`src/verilog/rcl_defs.svh`:
```
/*
  Constants of the regulator control logic: timing, offsets, fields and resets.
  Assumes a 25 MHz system clock and 32-bit registers on byte addresses.
*/
`ifndef RCL_DEFS_SVH
`define RCL_DEFS_SVH

// ********************
// timing
// ********************
`define RCL_CLK_MHZ   25
`define RCL_MEAS_US   50
`define RCL_MEAS_CYC  (`RCL_MEAS_US * `RCL_CLK_MHZ)
`define RCL_WIN_US    10
`define RCL_WIN_CYC   (`RCL_WIN_US * `RCL_CLK_MHZ)
`define RCL_BOOT_US   1200
`define RCL_BOOT_CYC  (`RCL_BOOT_US * `RCL_CLK_MHZ)
`define RCL_STEP_US   1000
`define RCL_STEP_CYC  (`RCL_STEP_US * `RCL_CLK_MHZ)
`define RCL_PWM_MA    600
`define RCL_LSB_MA    20
`define RCL_PWM_CODE  (`RCL_PWM_MA / `RCL_LSB_MA)

// ********************
// register byte offsets
// ********************
`define RCL_OFS_CTRL   6'h00
`define RCL_OFS_DELAY  6'h04
`define RCL_OFS_MSEL   6'h08
`define RCL_OFS_RESLO  6'h0c
`define RCL_OFS_RESHI  6'h10
`define RCL_OFS_FLAGS  6'h14
`define RCL_OFS_MASK   6'h18
`define RCL_OFS_STATUS 6'h1c
`define RCL_OFS_FREQ   6'h20

// ********************
// fields and resets
// ********************
`define RCL_CTRL_ON    0
`define RCL_CTRL_PIN   4
`define RCL_CTRL_FPWM  8
`define RCL_CTRL_DITH  10
`define RCL_CTRL_PLL   11
`define RCL_CTRL_RST   12'h000
`define RCL_DELAY_RST  32'h0000_0000
`define RCL_MASK_RST   2'h0
`define RCL_FREQ_RST   5'h00

`endif

```
`src/verilog/rcl_pkg.sv`:
```
/*
  Types of the regulator control logic.
  Assumes nothing beyond the constants header.
*/
package rcl_pkg;
  typedef enum logic [1:0] {
    ST_BOOT    = 2'b00,
    ST_STANDBY = 2'b01,
    ST_ACTIVE  = 2'b10
  } rcl_state_t;
endpackage

```
`src/verilog/rcl_clkdet.sv`:
```
/*
  Sync clock detector: counts input edges in a fixed window and checks the
  count against the programmed nominal frequency. Edge pulses come synchronised.
*/
`timescale 1ns/1ps
`include "rcl_defs.svh"

module rcl_clkdet (
  input  wire logic       clk,
  input  wire logic       rst,
  input  wire logic       en,
  input  wire logic       rise,
  input  wire logic [4:0] freq,
  output logic            valid_ff
);
  logic [7:0] win_ff;
  logic [8:0] cnt_ff;
  logic [8:0] mhz;
  logic [8:0] lo;
  logic [8:0] hi;

  // code n means n+1 MHz; window of 10 us gives 10 edges per MHz
  assign mhz = {4'h0, freq} + 9'h001;
  assign lo  = 9'(mhz * 9'h007);
  assign hi  = 9'(mhz * 9'h00b);

  always_ff @(posedge clk or posedge rst) begin
    if (rst) begin
      win_ff   <= 8'h00;
      cnt_ff   <= 9'h000;
      valid_ff <= 1'b0;
    end else if (!en) begin
      win_ff   <= 8'h00;
      cnt_ff   <= 9'h000;
      valid_ff <= 1'b0;
    end else if (win_ff == 8'(`RCL_WIN_CYC - 1)) begin
      win_ff   <= 8'h00;
      cnt_ff   <= {8'h00, rise};
      valid_ff <= (cnt_ff >= lo) && (cnt_ff <= hi);
    end else begin
      win_ff <= 8'(win_ff + 8'h01);
      if (rise && cnt_ff != 9'h1ff) begin
        cnt_ff <= 9'(cnt_ff + 9'h001);
      end
    end
  end

  a_det_off: assert property (@(posedge clk) disable iff (rst)
    !en |=> !valid_ff) else $error("detector valid while disabled");
endmodule

```
`src/verilog/rcl_seqtimer.sv`:
```
/*
  Start-up and shutdown delay timer of one regulator, plus its enable decision.
  Assumes synchronised enable pin edges and a shared delay step tick.
*/
`timescale 1ns/1ps
`include "rcl_defs.svh"

module rcl_seqtimer (
  input  wire logic       clk,
  input  wire logic       rst,
  input  wire logic       tick,
  input  wire logic       pin_rise,
  input  wire logic       pin_fall,
  input  wire logic [3:0] rise_dly,
  input  wire logic [3:0] fall_dly,
  input  wire logic       on_bit,
  input  wire logic       pin_sel,
  input  wire logic       allowed,
  output logic            on_ff
);
  logic       pin_st_ff;
  logic       busy_ff;
  logic       tgt_ff;
  logic [3:0] left_ff;

  // ********************
  // delay timer
  // ********************
  always_ff @(posedge clk or posedge rst) begin
    if (rst) begin
      pin_st_ff <= 1'b0;
      busy_ff   <= 1'b0;
      tgt_ff    <= 1'b0;
      left_ff   <= 4'h0;
    end else if (pin_rise || pin_fall) begin
      // a new edge restarts the wait in its own direction
      tgt_ff  <= pin_rise;
      left_ff <= pin_rise ? rise_dly : fall_dly;
      busy_ff <= (pin_rise ? rise_dly : fall_dly) != 4'h0;
      if ((pin_rise ? rise_dly : fall_dly) == 4'h0) begin
        pin_st_ff <= pin_rise;
      end
    end else if (busy_ff && tick) begin
      left_ff <= 4'(left_ff - 4'h1);
      if (left_ff == 4'h1) begin
        busy_ff   <= 1'b0;
        pin_st_ff <= tgt_ff;
      end
    end
  end

  // register writes act at once, only pin edges are delayed
  always_ff @(posedge clk or posedge rst) begin
    if (rst) begin
      on_ff <= 1'b0;
    end else begin
      on_ff <= allowed && on_bit && (!pin_sel || pin_st_ff);
    end
  end

  a_off_bit: assert property (@(posedge clk) disable iff (rst)
    !on_bit |=> !on_ff) else $error("regulator on with enable bit low");
  a_reg_direct: assert property (@(posedge clk) disable iff (rst)
    allowed && on_bit && !pin_sel |=> on_ff) else $error("register enable delayed");
endmodule

```
`src/verilog/rcl_top.sv`:
```
/*
  Regulator control logic: enables with pin delays, buck PWM/PFM choice,
  load current measurement, spread spectrum gating, sync clock detection.
  Assumes an Avalon-MM master on the same clock and asynchronous pins
  (enable, sync clock, load current codes) that are synchronised here.
*/
//
// Contract
// - auto mode: PWM at 600 mA up, else PFM
// - forced PWM keeps buck in PWM always
// - select write picks buck, starts measurement
// - measured buck forced PWM, done within 50 us
// - done sets flag; interrupt unless masked
// - result split: low byte, then bit 8
// - result counts 20 mA per step
// - dither only with enable bit, PLL off
// - PLL on: detect clock, flag changes, switch
// - sync mask hides interrupt, flag still set
// - 5-bit nominal frequency, 1 to 32 MHz
// - clock valid within minus 30, plus 10 percent
// - missing clock flagged at standby and active entry; standby entry flagged only from boot, not from active
// - after boot enter standby with defaults
// - enables accepted in standby or active
// - buck: bit alone, or pin under pin select
// - linear: bit alone, or pin under pin select
// - pin rise waits own start-up delay
// - pin fall waits own shutdown delay
// - register enables act without delay
// - enable bit low forces regulator off
`timescale 1ns/1ps
`include "rcl_defs.svh"

module rcl_top
  import rcl_pkg::*;
#(
  parameter int BOOT_CYCLES = `RCL_BOOT_CYC,
  parameter int STEP_CYCLES = `RCL_STEP_CYC
) (
  input  wire logic        CLOCK,
  input  wire logic        RST,
  input  wire logic [5:0]  AVS_ADDRESS,
  input  wire logic        AVS_READ,
  input  wire logic        AVS_WRITE,
  input  wire logic [31:0] AVS_WRITEDATA,
  input  wire logic [3:0]  AVS_BYTEENABLE,
  output logic      [31:0] AVS_READDATA,
  output logic             AVS_WAITREQUEST,
  input  wire logic        EN_PIN,
  input  wire logic        SYNC_CLOCK_INPUT,
  input  wire logic [8:0]  LOAD_CODE0,
  input  wire logic [8:0]  LOAD_CODE1,
  output logic      [3:0]  REG_ON,
  output logic      [1:0]  BUCK_PWM,
  output logic             DITHER_ACTIVE,
  output logic             CLK_EXT_SEL,
  output logic             IRQ
);
  localparam int A_MEAS_MAX = `RCL_MEAS_CYC;

  rcl_state_t  state_ff;
  logic [14:0] boot_ff;
  logic [14:0] step_ff;
  logic        tick_ff;
  logic [11:0] ctrl_ff;
  logic [31:0] delay_ff;
  logic        msel_ff;
  logic [8:0]  result_ff;
  logic [1:0]  flag_ff;
  logic [1:0]  mask_ff;
  logic [4:0]  freq_ff;
  logic        meas_busy_ff;
  logic [10:0] meas_cnt_ff;
  logic        valid_d_ff;
  logic        valid;
  logic [3:0]  on_w;
  logic [1:0]  set_w;
  logic [1:0]  clr_w;
  logic        take;
  logic        wr_take;
  logic [31:0] rd_w;
  logic [31:0] ctrl_m;
  logic [31:0] delay_m;
  logic [31:0] mask_m;
  logic [31:0] freq_m;
  logic [1:0]  en_s_ff;
  logic        en_d_ff;
  logic [1:0]  sc_s_ff;
  logic        sc_d_ff;
  logic [8:0]  ld0_s1_ff;
  logic [8:0]  ld0_s2_ff;
  logic [8:0]  ld1_s1_ff;
  logic [8:0]  ld1_s2_ff;
  logic        pll_en;
  logic        det_en;

  function automatic logic [31:0] merge(input logic [31:0] old_v,
                                        input logic [31:0] new_v,
                                        input logic [3:0]  be);
    logic [31:0] r;
    r = old_v;
    for (int b = 0; b < 4; b++) begin
      if (be[b]) r[8*b +: 8] = new_v[8*b +: 8];
    end
    return r;
  endfunction

  // ********************
  // pin synchronisers
  // ********************
  always_ff @(posedge CLOCK or posedge RST) begin
    if (RST) begin
      en_s_ff   <= 2'h0;
      en_d_ff   <= 1'b0;
      sc_s_ff   <= 2'h0;
      sc_d_ff   <= 1'b0;
      ld0_s1_ff <= 9'h000;
      ld0_s2_ff <= 9'h000;
      ld1_s1_ff <= 9'h000;
      ld1_s2_ff <= 9'h000;
    end else begin
      en_s_ff   <= {en_s_ff[0], EN_PIN};
      en_d_ff   <= en_s_ff[1];
      sc_s_ff   <= {sc_s_ff[0], SYNC_CLOCK_INPUT};
      sc_d_ff   <= sc_s_ff[1];
      // codes change slowly; a torn sample only lasts one cycle
      ld0_s1_ff <= LOAD_CODE0;
      ld0_s2_ff <= ld0_s1_ff;
      ld1_s1_ff <= LOAD_CODE1;
      ld1_s2_ff <= ld1_s1_ff;
    end
  end

  // ********************
  // boot and device state
  // ********************
  always_ff @(posedge CLOCK or posedge RST) begin
    if (RST) begin
      state_ff <= ST_BOOT;
      boot_ff  <= 15'h0000;
    end else begin
      unique case (state_ff)
        ST_BOOT: begin
          // host keeps off the bus for this long
          boot_ff <= 15'(boot_ff + 15'h0001);
          if (boot_ff == 15'(BOOT_CYCLES - 1)) state_ff <= ST_STANDBY;
        end
        ST_STANDBY: begin
          if (on_w[1:0] != 2'h0) state_ff <= ST_ACTIVE;
        end
        ST_ACTIVE: begin
          if (on_w[1:0] == 2'h0) state_ff <= ST_STANDBY;
        end
        default: state_ff <= ST_BOOT;
      endcase
    end
  end

  // ********************
  // delay step divider
  // ********************
  always_ff @(posedge CLOCK or posedge RST) begin
    if (RST) begin
      step_ff <= 15'h0000;
      tick_ff <= 1'b0;
    end else begin
      tick_ff <= (step_ff == 15'(STEP_CYCLES - 1));
      step_ff <= (step_ff == 15'(STEP_CYCLES - 1)) ? 15'h0000 : 15'(step_ff + 15'h0001);
    end
  end

  // ********************
  // regulator enables
  // ********************
  for (genvar i = 0; i < 4; i++) begin : g_reg
    rcl_seqtimer rcl_seqtimer_i (
      .clk      (CLOCK),
      .rst      (RST),
      .tick     (tick_ff),
      .pin_rise (en_s_ff[1] && !en_d_ff),
      .pin_fall (!en_s_ff[1] && en_d_ff),
      .rise_dly (delay_ff[8*i +: 4]),
      .fall_dly (delay_ff[8*i+4 +: 4]),
      .on_bit   (ctrl_ff[`RCL_CTRL_ON + i]),
      .pin_sel  (ctrl_ff[`RCL_CTRL_PIN + i]),
      .allowed  (state_ff != ST_BOOT),
      .on_ff    (on_w[i])
    );
  end
  assign REG_ON = on_w;

  // ********************
  // bus slave
  // ********************
  // one wait cycle per access: request seen, then answered
  assign take    = (AVS_READ || AVS_WRITE) && !AVS_WAITREQUEST;
  assign wr_take = AVS_WRITE && !AVS_WAITREQUEST;
  assign ctrl_m  = merge({20'h00000, ctrl_ff}, AVS_WRITEDATA, AVS_BYTEENABLE);
  assign delay_m = merge(delay_ff, AVS_WRITEDATA, AVS_BYTEENABLE);
  assign mask_m  = merge({30'h0, mask_ff}, AVS_WRITEDATA, AVS_BYTEENABLE);
  assign freq_m  = merge({27'h0, freq_ff}, AVS_WRITEDATA, AVS_BYTEENABLE);

  always_comb begin
    unique case (AVS_ADDRESS)
      `RCL_OFS_CTRL:   rd_w = {20'h00000, ctrl_ff};
      `RCL_OFS_DELAY:  rd_w = delay_ff;
      `RCL_OFS_MSEL:   rd_w = {31'h0, msel_ff};
      `RCL_OFS_RESLO:  rd_w = {24'h0, result_ff[7:0]};
      `RCL_OFS_RESHI:  rd_w = {31'h0, result_ff[8]};
      `RCL_OFS_FLAGS:  rd_w = {30'h0, flag_ff};
      `RCL_OFS_MASK:   rd_w = {30'h0, mask_ff};
      `RCL_OFS_STATUS: rd_w = {22'h0, state_ff, valid, meas_busy_ff, BUCK_PWM, on_w};
      `RCL_OFS_FREQ:   rd_w = {27'h0, freq_ff};
      default:         rd_w = 32'h0000_0000;
    endcase
  end

  always_ff @(posedge CLOCK or posedge RST) begin
    if (RST) begin
      AVS_WAITREQUEST <= 1'b1;
      AVS_READDATA    <= 32'h0000_0000;
    end else begin
      AVS_WAITREQUEST <= !((AVS_READ || AVS_WRITE) && AVS_WAITREQUEST);
      if (AVS_READ && AVS_WAITREQUEST) AVS_READDATA <= rd_w;
    end
  end

  // registers start from their defaults and host may rewrite them
  always_ff @(posedge CLOCK or posedge RST) begin
    if (RST) begin
      ctrl_ff  <= `RCL_CTRL_RST;
      delay_ff <= `RCL_DELAY_RST;
      mask_ff  <= `RCL_MASK_RST;
      freq_ff  <= `RCL_FREQ_RST;
    end else if (wr_take) begin
      if (AVS_ADDRESS == `RCL_OFS_CTRL) ctrl_ff <= ctrl_m[11:0];
      if (AVS_ADDRESS == `RCL_OFS_DELAY) delay_ff <= delay_m;
      if (AVS_ADDRESS == `RCL_OFS_MASK) mask_ff <= mask_m[1:0];
      if (AVS_ADDRESS == `RCL_OFS_FREQ) freq_ff <= freq_m[4:0];
    end
  end

  // ********************
  // load current measurement
  // ********************
  always_ff @(posedge CLOCK or posedge RST) begin
    if (RST) begin
      msel_ff      <= 1'b0;
      meas_busy_ff <= 1'b0;
      meas_cnt_ff  <= 11'h000;
      result_ff    <= 9'h000;
    end else if (wr_take && AVS_ADDRESS == `RCL_OFS_MSEL) begin
      // any write restarts, even mid-sequence
      msel_ff      <= AVS_WRITEDATA[0];
      meas_busy_ff <= 1'b1;
      meas_cnt_ff  <= 11'(`RCL_MEAS_CYC - 1);
    end else if (meas_busy_ff) begin
      meas_cnt_ff <= 11'(meas_cnt_ff - 11'h001);
      if (meas_cnt_ff == 11'h000) begin
        meas_busy_ff <= 1'b0;
        result_ff    <= msel_ff ? ld1_s2_ff : ld0_s2_ff;
      end
    end
  end

  // ********************
  // buck mode
  // ********************
  always_ff @(posedge CLOCK or posedge RST) begin
    if (RST) begin
      BUCK_PWM <= 2'h0;
    end else begin
      BUCK_PWM[0] <= ctrl_ff[`RCL_CTRL_FPWM]
                     || (meas_busy_ff && !msel_ff)
                     || (ld0_s2_ff >= 9'(`RCL_PWM_CODE));
      BUCK_PWM[1] <= ctrl_ff[`RCL_CTRL_FPWM + 1]
                     || (meas_busy_ff && msel_ff)
                     || (ld1_s2_ff >= 9'(`RCL_PWM_CODE));
    end
  end

  // ********************
  // clocking
  // ********************
  assign pll_en = ctrl_ff[`RCL_CTRL_PLL];
  assign det_en = pll_en && (state_ff != ST_BOOT);

  rcl_clkdet rcl_clkdet_i (
    .clk      (CLOCK),
    .rst      (RST),
    .en       (pll_en),
    .rise     (sc_s_ff[1] && !sc_d_ff),
    .freq     (freq_ff),
    .valid_ff (valid)
  );

  always_ff @(posedge CLOCK or posedge RST) begin
    if (RST) begin
      valid_d_ff    <= 1'b0;
      CLK_EXT_SEL   <= 1'b0;
      DITHER_ACTIVE <= 1'b0;
    end else begin
      valid_d_ff    <= valid;
      CLK_EXT_SEL   <= pll_en && valid;
      // dither only on the internal oscillator, both cores at once
      DITHER_ACTIVE <= ctrl_ff[`RCL_CTRL_DITH] && !pll_en;
    end
  end

  // ********************
  // flags and interrupt
  // ********************
  assign set_w[0] = meas_busy_ff && (meas_cnt_ff == 11'h000);
  assign set_w[1] = (det_en && (valid != valid_d_ff))
                    || (pll_en && !valid && state_ff == ST_BOOT
                        && boot_ff == 15'(BOOT_CYCLES - 1))
                    || (pll_en && !valid && state_ff == ST_STANDBY
                        && on_w[1:0] != 2'h0);
  assign clr_w = (wr_take && AVS_ADDRESS == `RCL_OFS_FLAGS) ? AVS_WRITEDATA[1:0] : 2'h0;

  always_ff @(posedge CLOCK or posedge RST) begin
    if (RST) begin
      flag_ff <= 2'h0;
      IRQ     <= 1'b0;
    end else begin
      // a new event outranks a write-one-to-clear in the same cycle
      flag_ff <= (flag_ff & ~clr_w) | set_w;
      IRQ     <= |(flag_ff & ~mask_ff);
    end
  end

  // ********************
  // checks
  // ********************
  a_meas_start: assert property (@(posedge CLOCK) disable iff (RST)
    wr_take && AVS_ADDRESS == `RCL_OFS_MSEL |=> meas_busy_ff)
    else $error("select write did not start measurement");
  logic [10:0] meas_len_ff;

  // sequence too long for a delay range; count its cycles instead
  always_ff @(posedge CLOCK or posedge RST) begin
    if (RST) begin
      meas_len_ff <= 11'h000;
    end else if (wr_take && AVS_ADDRESS == `RCL_OFS_MSEL) begin
      meas_len_ff <= 11'h001;
    end else if (meas_busy_ff && meas_len_ff != 11'h7ff) begin
      meas_len_ff <= 11'(meas_len_ff + 11'h001);
    end else if (!meas_busy_ff) begin
      meas_len_ff <= 11'h000;
    end
  end

  a_meas_bound: assert property (@(posedge CLOCK) disable iff (RST)
    meas_busy_ff |-> meas_len_ff <= 11'(A_MEAS_MAX))
    else $error("measurement too long");
  a_meas_pwm: assert property (@(posedge CLOCK) disable iff (RST)
    meas_busy_ff |=> BUCK_PWM[$past(msel_ff)])
    else $error("measured buck not in pwm");
  a_meas_flag: assert property (@(posedge CLOCK) disable iff (RST)
    $fell(meas_busy_ff) && !$rose(meas_busy_ff) |-> flag_ff[0])
    else $error("measurement done without flag");
  a_fpwm_hold: assert property (@(posedge CLOCK) disable iff (RST)
    ctrl_ff[`RCL_CTRL_FPWM] |=> BUCK_PWM[0])
    else $error("forced pwm lost");
  a_mask_irq: assert property (@(posedge CLOCK) disable iff (RST)
    mask_ff == 2'h3 |=> !IRQ)
    else $error("masked flag reached interrupt");
  a_dither_pll: assert property (@(posedge CLOCK) disable iff (RST)
    pll_en |=> !DITHER_ACTIVE)
    else $error("dither with external clock");
  a_pll_quiet: assert property (@(posedge CLOCK) disable iff (RST)
    !pll_en && !flag_ff[1] |=> !flag_ff[1])
    else $error("clock flag with pll off");
endmodule

```
`config.mk`:
```
export PLATFORM = sky130hd
export DESIGN_NAME = rcl_top
export DESIGN_NICKNAME = d
export VERILOG_FILES = /design/src/verilog/rcl_pkg.sv /design/src/verilog/rcl_clkdet.sv /design/src/verilog/rcl_seqtimer.sv /design/src/verilog/rcl_top.sv
export VERILOG_INCLUDE_DIRS = /design/src /design/src/verilog
export SDC_FILE = /design/constraint.sdc
export NUM_CORES = 1
export LEC_CHECK = 0
export BUFFER_PORTS_ARGS = -buffer_cell sky130_fd_sc_hd__buf_2
export CAP_MARGIN = 20
export CORE_MARGIN = 8
export CORE_UTILIZATION = 59
export CTS_CLUSTER_SIZE = 30
export DETAILED_ROUTE_END_ITERATION = 6
export PLACE_DENSITY = 0.84
export SYNTH_ARGS = -nofsm -noshare
export SYNTH_HDL_FRONTEND = slang
export SYNTH_SLANG_ARGS = --single-unit
```
`constraint.sdc`:
```
create_clock -name CLOCK -period 12.4 [get_ports CLOCK]
set_input_delay 3.1 -clock CLOCK [delete_from_list [all_inputs] [get_ports CLOCK]]
set_output_delay 3.1 -clock CLOCK [all_outputs]
set_load 0.01 [all_outputs]
```
**Yosys cells after proc, flatten, opt, wreduce, memory -nomap -nowiden**

Index checks and enable logic that the tools add are counted.

- Bits in registers: 236
- Input port bits: 66
- Output and inout bits: 42
- Word-level logic and storage cells: 262

- Add/sub/neg operators: 10
- Multipliers: 2
- $lt $le $gt $ge: 4
- Equality and inequality tests: 28
- Muxes and demuxes: 60
- Bitwise operators: 6
- Reductions and logical operators: 100

Operator list:

| kind | number |
|---|---|
| $pmux 32 s9 | 1 |
| $mux 4 | 12 |
| $reduce_and 3->1 | 14 |
| $mux 9 | 4 |
| $logic_and 1x1->1 | 34 |
| $mux 1 | 33 |
| $add 15x1->15 const B | 2 |
| $eq 15x15->1 const B | 2 |
| $eq 6x5->1 const B | 4 |
| $mux 11 | 2 |
| $reduce_bool 2->1 | 11 |
| $ge 9x5->1 const B | 2 |
| $eq 4x1->1 const B | 4 |
| $logic_not 4->1 | 4 |
| $mux 8 | 2 |
| $reduce_bool 4->1 | 4 |
| $sub 4x1->4 const B | 4 |
| $mux 15 | 1 |
| $eq 6x4->1 const B | 2 |
| $logic_not 1->1 | 12 |
| $logic_or 1x1->1 | 12 |
| $ne 2x1->1 const B | 6 |
| $logic_not 11->1 | 1 |
| $sub 11x1->11 const B | 1 |
| other kinds (26) | 36 |

**Longest topological paths before layout**

Gate-level depths: netlist of run 1.

- Word-level depth: 7
- Gate-level depth with buffers: 20
- Mapped depth without buffers: 20

**Hierarchy**

From an unflattened synthesis of run 1, not the netlist that was laid out.

- Cell total of the unflattened synthesis: 1041
- Area, all modules: 11627.4 µm²

Modules (own cells, without submodules):

| module | instances | cells each | area an instance (µm²) | seq. area each (µm²) |
|---|---|---|---|---|
| rcl_top | 1 | 624 | 7656.1 | 4730.8 |
| rcl_clkdet | 1 | 221 | 2054.5 | 450.4 |
| rcl_seqtimer | 4 | 49 | 479.2 | 200.2 |

**Worst setup path after synthesis of run 1**

OpenSTA, ideal clock, no wires.

- Kind: input port to flip-flop
- Start: input port AVS_ADDRESS[1]
- End: register delay_ff[10]
- Library setup time: 125 ps
- Arrival time: 4622 ps
- Required time: 12275 ps
- Path slack: 7653 ps
- Cell stages on the path: 6
- Path buffers: 2
- Path through: or4_1 > nor2b_1 > buf_2 > and3_1 > buf_2 > mux2_2

- Longest elaborated chain between the ends: 2

Ends and longest elaborated chain:

| element | RTL line | text |
|---|---|---|
| from (decl) | rcl_top.sv:41 | `input wire logic [5:0] AVS_ADDRESS,` |
| $eq 6x3->1 | n/a |  |
| $reduce_and 3->1 (no line) | n/a |  |
| to (signal assigned) | rcl_top.sv:231 | `` delay_ff <= `RCL_DELAY_RST; `` |
| to (signal assigned) | rcl_top.sv:236 | `` if (AVS_ADDRESS == `RCL_OFS_DELAY) delay_ff <= delay_m; `` |
| to (decl) | rcl_top.sv:65 | `logic [31:0] delay_ff;` |

No other way between the ends.
A chain may end at the register's enable or synchronous reset.

**Worst setup path after layout of run 1**

- Start: input port AVS_ADDRESS[1]
- End: register delay_ff[0]

Same word-level chain as after synthesis.

==> flow_summary.ini, run 1 <==
[run_status]
status = completed

[detailed_routing]
wl_per_cell_um = 17.9
ant_nets = 0
drt_wl_total_mm = 24.4
viasPerCell = 5.77
first_pass_iters = 5
drt_iter0_markers = 384
vias = 7868
post-route-drc-count = 0

[die]
die_w_um = 154
core-area_um2 = 18600
initial_core_util_pct = 60.0
dieArea_um2 = 23600
fp-row-count = 50
io-pin-count = 108
die_h_um = 154

[global_route]
grt_pass1_vias = 8068
antenna_found_initial = 2
grt_max_degree = 147
grt_pass1_wl_mm = 40.4
grt-ovfl-total = 0
grt_usage_pct = 20.6

[timing]
min_period_ps = 5000
setup_viol_count_final = 0
hold_ws_ps = 344
fmax_mhz = 200
clock_skew_ps = 12.1
tns_ps = 0
min_period_over_period_pct = 40.3
drv_slew = 0
rsz0062_at_grt = false
final_hold_viol_count = 0
worst_pin_slew_ps = 1120
slew_headroom_pct = 25.1

[setup_path]
path_max_fanout = 36
cp-start-kind = primary input
crit_path_end_kind = register
critPathKind = in -> reg
worstPathArrival_ps = 5400
cp.required_ps = 12800

[cts]
cts_hold_buf = 0
ctsResizeCount = 0
cts_tree = built
clock_latency_ps = 510
cts_sinks = 236
clk_pin_slew_ps = 60
cts_root_buf = clkbuf_16
clockBufferDepth = 3
post_cts_buffers = 0
numCtsBuffers = 24
cts_htree_levels = 1

[placed_design]
io_buffer_count = 107
post-dp-hpwl_mm = 17.2
gp_congestion = 0.856

[synthesis]
synth_seq_cells = 236
synth_fp_nets = 1136
synthCells = 1007
avgSynthCellArea_um2 = 11.1
ys_async_sr_fraction_pct = 100
synth_cell_types = 58
synth-main-ff-cell = dfrtp_1
ys_warn_count = 0
ys_seq_area_share_pct = 52.8
syn_area_um2 = 11200
synth-edff-count = 0

[run]
drv_cap = 0

[min_path]
hp-class = reg -> reg

[finish]
layout-drive-gt1-share_pct = 22.2
layout.nets = 1239
final_cell_mix = dfrtp_1 (235), nand2_1 (113), buf_2 (107)
syn2layout_area_growth_pct = 14.5
fillers = 1299
final_common_cell = dfrtp_1

[pwr]
ir_worst_vdd_v = 0.000135
power.static_leakage_nw = 6.07
p_per_area_nw_per_um2 = 140
synthesized netlist by cell type, types with 11 or more instances:
library cell / count / area (µm²)
dfrtp_1: 235 / 5880
mux2_2: 76 / 856
a21oi_1: 35 / 175
nand4_1: 22 / 138
xor2_1: 29 / 254
ha_1: 55 / 688
o21ai_0: 74 / 370
xnor2_1: 38 / 333
inv_1: 55 / 206
nand3_1: 26 / 130
mux2i_1: 20 / 200
nor4_1: 11 / 68.8
nand2_1: 114 / 428
clkbuf_1: 22 / 82.6
nor2_1: 54 / 203
cell type report:
class	count	area, µm²	share of cell area [%]
Timing Repair Buffer	114	608	4.75
Multi-Input combinational cell	679	4900	38.3
Tap cell	234	293	2.29
Clock buffer	32	702	5.48
Sequential cell	236	5910	46.1
Antenna cell	2	5.00	0.0391
Inverter	55	214	1.67
Clock inverter	12	166	1.30
state kept, by name (all words and copies together) (netlist names), 4 cells and up:
register / count
AVS_READDATA: 32
delay_ff: 32
g.rcl_seqtimer_i.left_ff: 16
boot_ff: 15
step_ff: 15
ctrl_ff: 12
meas_cnt_ff: 11
ld0_s1_ff: 9
ld0_s2_ff: 9
ld1_s1_ff: 9
ld1_s2_ff: 9
rcl_clkdet_i.cnt_ff: 9
result_ff: 9
rcl_clkdet_i.win_ff: 8
freq_ff: 5
g.rcl_seqtimer_i.busy_ff: 4
g.rcl_seqtimer_i.on_ff: 4
g.rcl_seqtimer_i.pin_st_ff: 4
through the flow:
| step | total power, mW | worst slack [ps] | instance area, µm² | util [%] | std cells |
|---|---|---|---|---|---|
| detailed placement | 1.03 | 6900 | 11900 | 63.8 | 1317 |
| global route | 1.86 | 7190 | 12800 | 68.6 | 1363 |
| floorplan | 0.975 | 2830 | 11200 | - | 1007 |
| finish | 1.79 | 7400 | 12800 | 68.7 | 1364 |
| CTS | 1.80 | 7420 | 12800 | 68.5 | 1361 |
| global placement | 1.02 | 6980 | 11900 | 63.8 | 1317 |
report_power, final:
part	leakage (nW)	switching (mW)	internal, mW
combinational	2.56	0.0970	0.0724
sequential	3.08	0.0376	0.812
clock	0.431	0.294	0.481
critical path: stages:
cell and delay, ps:
buf_2 120, or4_1 630, nor2b_2 150, buf_4 350, nor2b_1 620, mux2_2 410
worst paths after layout:
path	to	slack (ps)	depth (start not counted)	startpoint
max	delay_ff[0]$_DFFE_PP0P_	7400	6	AVS_ADDRESS[1]
min	ld1_s2_ff[4]$_DFF_PP0_	340	0	ld1_s1_ff[4]$_DFF_PP0_
max reg2reg	rcl_clkdet_i.valid_ff$_DFFE_PP0P_	7590	19	freq_ff[1]$_DFFE_PP0P_
min reg2reg	ld1_s2_ff[4]$_DFF_PP0_	340	0	ld1_s1_ff[4]$_DFF_PP0_
max in group asynchronous	boot_ff[8]$_DFFE_PP0P_	8350	4	RST
min in group asynchronous	sc_s_ff[1]$_DFF_PP0_	2780	2	RST
per-layer routing:
metal	routed length, µm	vias to the layer above	track usage (%)
met1	10200	3861	25.8
li1	-	3733	-
met3	1060	55	2.94
met2	12300	217	35.5
met5	12	-	0
met4	837	2	8.45
logic make-up (layout without fill, tap and decap cells):
| logic type | after synthesis | count (layout) | synth area share [%] |
|---|---|---|---|
| adder cells (fa/ha/maj) | 63 | 63 | 7.59 |
| XOR/XNOR | 67 | 67 | 5.25 |
| flip-flops | 236 | 236 | 52.8 |
| buffers and inverters | 92 | 213 | 3.32 |
| multiplexers | 96 | 96 | 9.45 |
| other | 0 | 2 | 0 |
| AO/OA/AOI/OAI | 162 | 162 | 8.80 |
| AND/OR/NAND/NOR | 291 | 291 | 12.7 |
Power figures use the tool's default switching activity.
==> inputs of run 2 (changes only) <==
--- a/config.mk
+++ b/config.mk
@@ -6,10 +6,11 @@
 export SDC_FILE = /design/constraint.sdc
 export NUM_CORES = 1
 export LEC_CHECK = 0
+export ABC_AREA = 1
 export BUFFER_PORTS_ARGS = -buffer_cell sky130_fd_sc_hd__buf_2
 export CAP_MARGIN = 20
 export CORE_MARGIN = 8
-export CORE_UTILIZATION = 59
+export CORE_UTILIZATION = 60
 export CTS_CLUSTER_SIZE = 30
 export DETAILED_ROUTE_END_ITERATION = 6
 export PLACE_DENSITY = 0.84
==> constraint.sdc (replaced) <==
create_clock -name CLOCK -period 4.7 [get_ports CLOCK]
set_input_delay 1.175 -clock CLOCK [delete_from_list [all_inputs] [get_ports CLOCK]]
set_output_delay 1.175 -clock CLOCK [all_outputs]
set_load 0.01 [all_outputs]
==> run 2 against run 1 <==
Sequential share of layout area shrank 1.8 points. Combinational power grew to 2.9 times the previous value. Largest power group unchanged. Critical path type is now reg -> reg. Global-route usage grew 2.5 points.
==> flow_summary.ini, run 2 <==
[run_status]
status = completed

[finish]
final_cell_mix = nand2_1 (295), dfrtp_1 (235), inv_1 (178)
layout.nets = 1548
register_area_um2 = 5910
stdcell_count = 1702
final_common_cell = nand2_1
syn2layout_area_growth_pct = 13.6
multi_input_area_um2 = 4930
top_regs = AVS_READDATA x32, delay_ff x32, g.rcl_seqtimer_i.left_ff x16
fillers = 1444
utilization_pct = 68.9
layout-drive-gt1-share_pct = 14.3
n_antenna_cell = 0

[cts]
cts_hold_buf = 0
cts_sinks = 236
ctsResizeCount = 0
clock_latency_ps = 540
cts_root_buf = clkbuf_16
numCtsBuffers = 25
clk_pin_slew_ps = 60
clockBufferDepth = 3
post_cts_buffers = 0
cts_tree = built
cts_htree_levels = 1

[pwr]
ir_worst_vdd_v = 0.000300
power_mw = 4.73
power.static_leakage_nw = 6.83
p_sw_share_pct = 26.0
p_int_mw = 3.50
p_switching_mw = 1.23
p_per_area_nw_per_um2 = 355
p_comb_share_pct = 10.4
clkPwrFrac_pct = 42.2
pwr-share-seq_pct = 47.4

[die]
fp-row-count = 51
core-area_um2 = 19300
io-pin-count = 108
die_w_um = 156
die_h_um = 156
dieArea_um2 = 24300
initial_core_util_pct = 60.7

[detailed_routing]
drt_wl_total_mm = 27.5
drt_iter0_markers = 745
ant_nets = 0
post-route-drc-count = 0
vias = 9436
first_pass_iters = 5
wl_per_cell_um = 16.2
viasPerCell = 5.54

[setup_path]
path_max_fanout = 6
r2r-start = freq_ff[0]$_DFFE_PP0P_
r2r_cells = 21
cp-start-kind = register
setup.worst_path.end = rcl_clkdet_i.valid_ff$_DFFE_PP0P_
cp.required_ps = 5120
worstPathArrival_ps = 4490
crit_path_end_kind = register
critPathKind = reg -> reg
crit_start = freq_ff[0]$_DFFE_PP0P_
worst_r2r_endpoint = rcl_clkdet_i.valid_ff$_DFFE_PP0P_
r2r_slack_ps = 630

[synthesis]
synth_fp_nets = 1439
syn_area_um2 = 11700
ys_warn_count = 0
synth_seq_cells = 236
synth_cell_types = 50
synth-edff-count = 0
synth-main-ff-cell = dfrtp_1
ys_async_sr_fraction_pct = 100
avgSynthCellArea_um2 = 8.95
synth.top_cell.area_share_pct = 50.1
synthCells = 1310
ys_top_cells_by_area = dfrtp_1 (50%), nand2_1 (9.5%), ha_1 (5.9%)
synth_area_leader_cell = dfrtp_1
ys_seq_area_share_pct = 50.4
yosys-top-cells-count = nand2_1 (296), dfrtp_1 (235), inv_1 (179), o21ai_0 (95), nor2_1 (85)
synth.most_common_cell = nand2_1

[global_route]
antenna_found_initial = 3
grt_pass1_vias = 9642
grt_pass1_wl_mm = 46.1
grt_max_degree = 101
grt-ovfl-total = 0
grt_usage_pct = 23.2

[placed_design]
dp.cells = 1656
gp_congestion = 0.852
post-dp-hpwl_mm = 19.4
io_buffer_count = 107

[timing]
final_hold_viol_count = 0
min_period_ps = 4070
clock_skew_ps = 15.8
hold_ws_ps = 347
min_period_over_period_pct = 86.6
drv_slew = 0
rsz0062_at_grt = false
fmax_mhz = 246
worst_pin_slew_ps = 976
setup_viol_count_final = 0
tns_ps = 0
slew_headroom_pct = 34.9

[min_path]
hp-class = reg -> reg
hold_start = ld1_s1_ff[0]$_DFF_PP0_

[run]
drv_cap = 0
[run 2: changes by cell type after synthesis, moves of 21 or more]
cell	delta
nand2_1	+182
inv_1	+124
mux2_2	-75
nand3_1	+37
nor2_1	+31
o21ai_0	+21
xnor2_1	-21
[run 2: layout make-up]
class / instances / area share [%]
clock buffers: 34 / 5.32
clock inverters: 11 / 0.939
inverters: 184 / 5.29
multi-input cells: 859 / 37.0
flip-flops and latches: 236 / 44.3
well taps: 265 / 2.49
repair buffers: 113 / 4.60
[run 2: power groups by stage]
stage / Combinational, mW / Clock [mW] / Sequential (mW)
after global routing: 0.566 / 2.10 / 2.26
after floorplan: 0.354 / 0 / 2.25
after CTS: 0.492 / 2.01 / 2.24
after global placement: 0.462 / 0 / 2.27
after detailed placement: 0.485 / 0 / 2.27
final: 0.492 / 1.99 / 2.24
[run 2: critical path, stage by stage, from the launching register on]
cell and delay, ps:
dfrtp_1 450, nand2_1 100, nor2_1 160, xor2_1 510, ha_1 350, fa_1 470, ha_1 360, nand2_1 60
o21ai_0 260, nand2_1 90, nand2_1 70, nand2_1 60, nand3b_1 80, nand2_1 50, ha_1 290, nand2_1 80
nor2_1 180, nand3b_1 90, nand3_1 80, nand2_1 50, nand2_1 50, a21oi_1 60
[run 2: worst min path at each step]
stage,endpoint,cells after the start
floorplan,en_s_ff[1]$_DFF_PP0_,0
global route,ld1_s2_ff[0]$_DFF_PP0_,0
detailed placement,ld1_s2_ff[0]$_DFF_PP0_,0
finish,ld1_s2_ff[0]$_DFF_PP0_,0
CTS,en_s_ff[1]$_DFF_PP0_,0
global placement,ld1_s2_ff[4]$_DFF_PP0_,0
[run 2: kinds of logic (layout without fill, tap and decap cells)]
family	after synthesis	count (layout)	synth area share (%)
AO/OA/AOI/OAI	204	204	9.85
multiplexers	10	10	0.864
buffers and inverters	215	342	7.57
XOR/XNOR	43	43	3.21
AND/OR/NAND/NOR	539	539	20.9
adder cells (fa/ha/maj)	63	63	7.23
flip-flops	236	236	50.4
[run 2: per-stage QoR]
stage          setup WS (ps)  instance area, µm²
2_1_floorplan            434               11700
3_3_place_gp             764               12500
3_5_place_dp             645               12500
4_1_cts                  634               13300
5_1_grt                  169               13300
6_report                 630               13300
[run 2: routing by layer]
metal	track usage (%)	part of all wire, %
met1	28.8	40
met2	38.0	48
met3	5.65	8.1
met4	9.66	3.8
met5	0	0.11
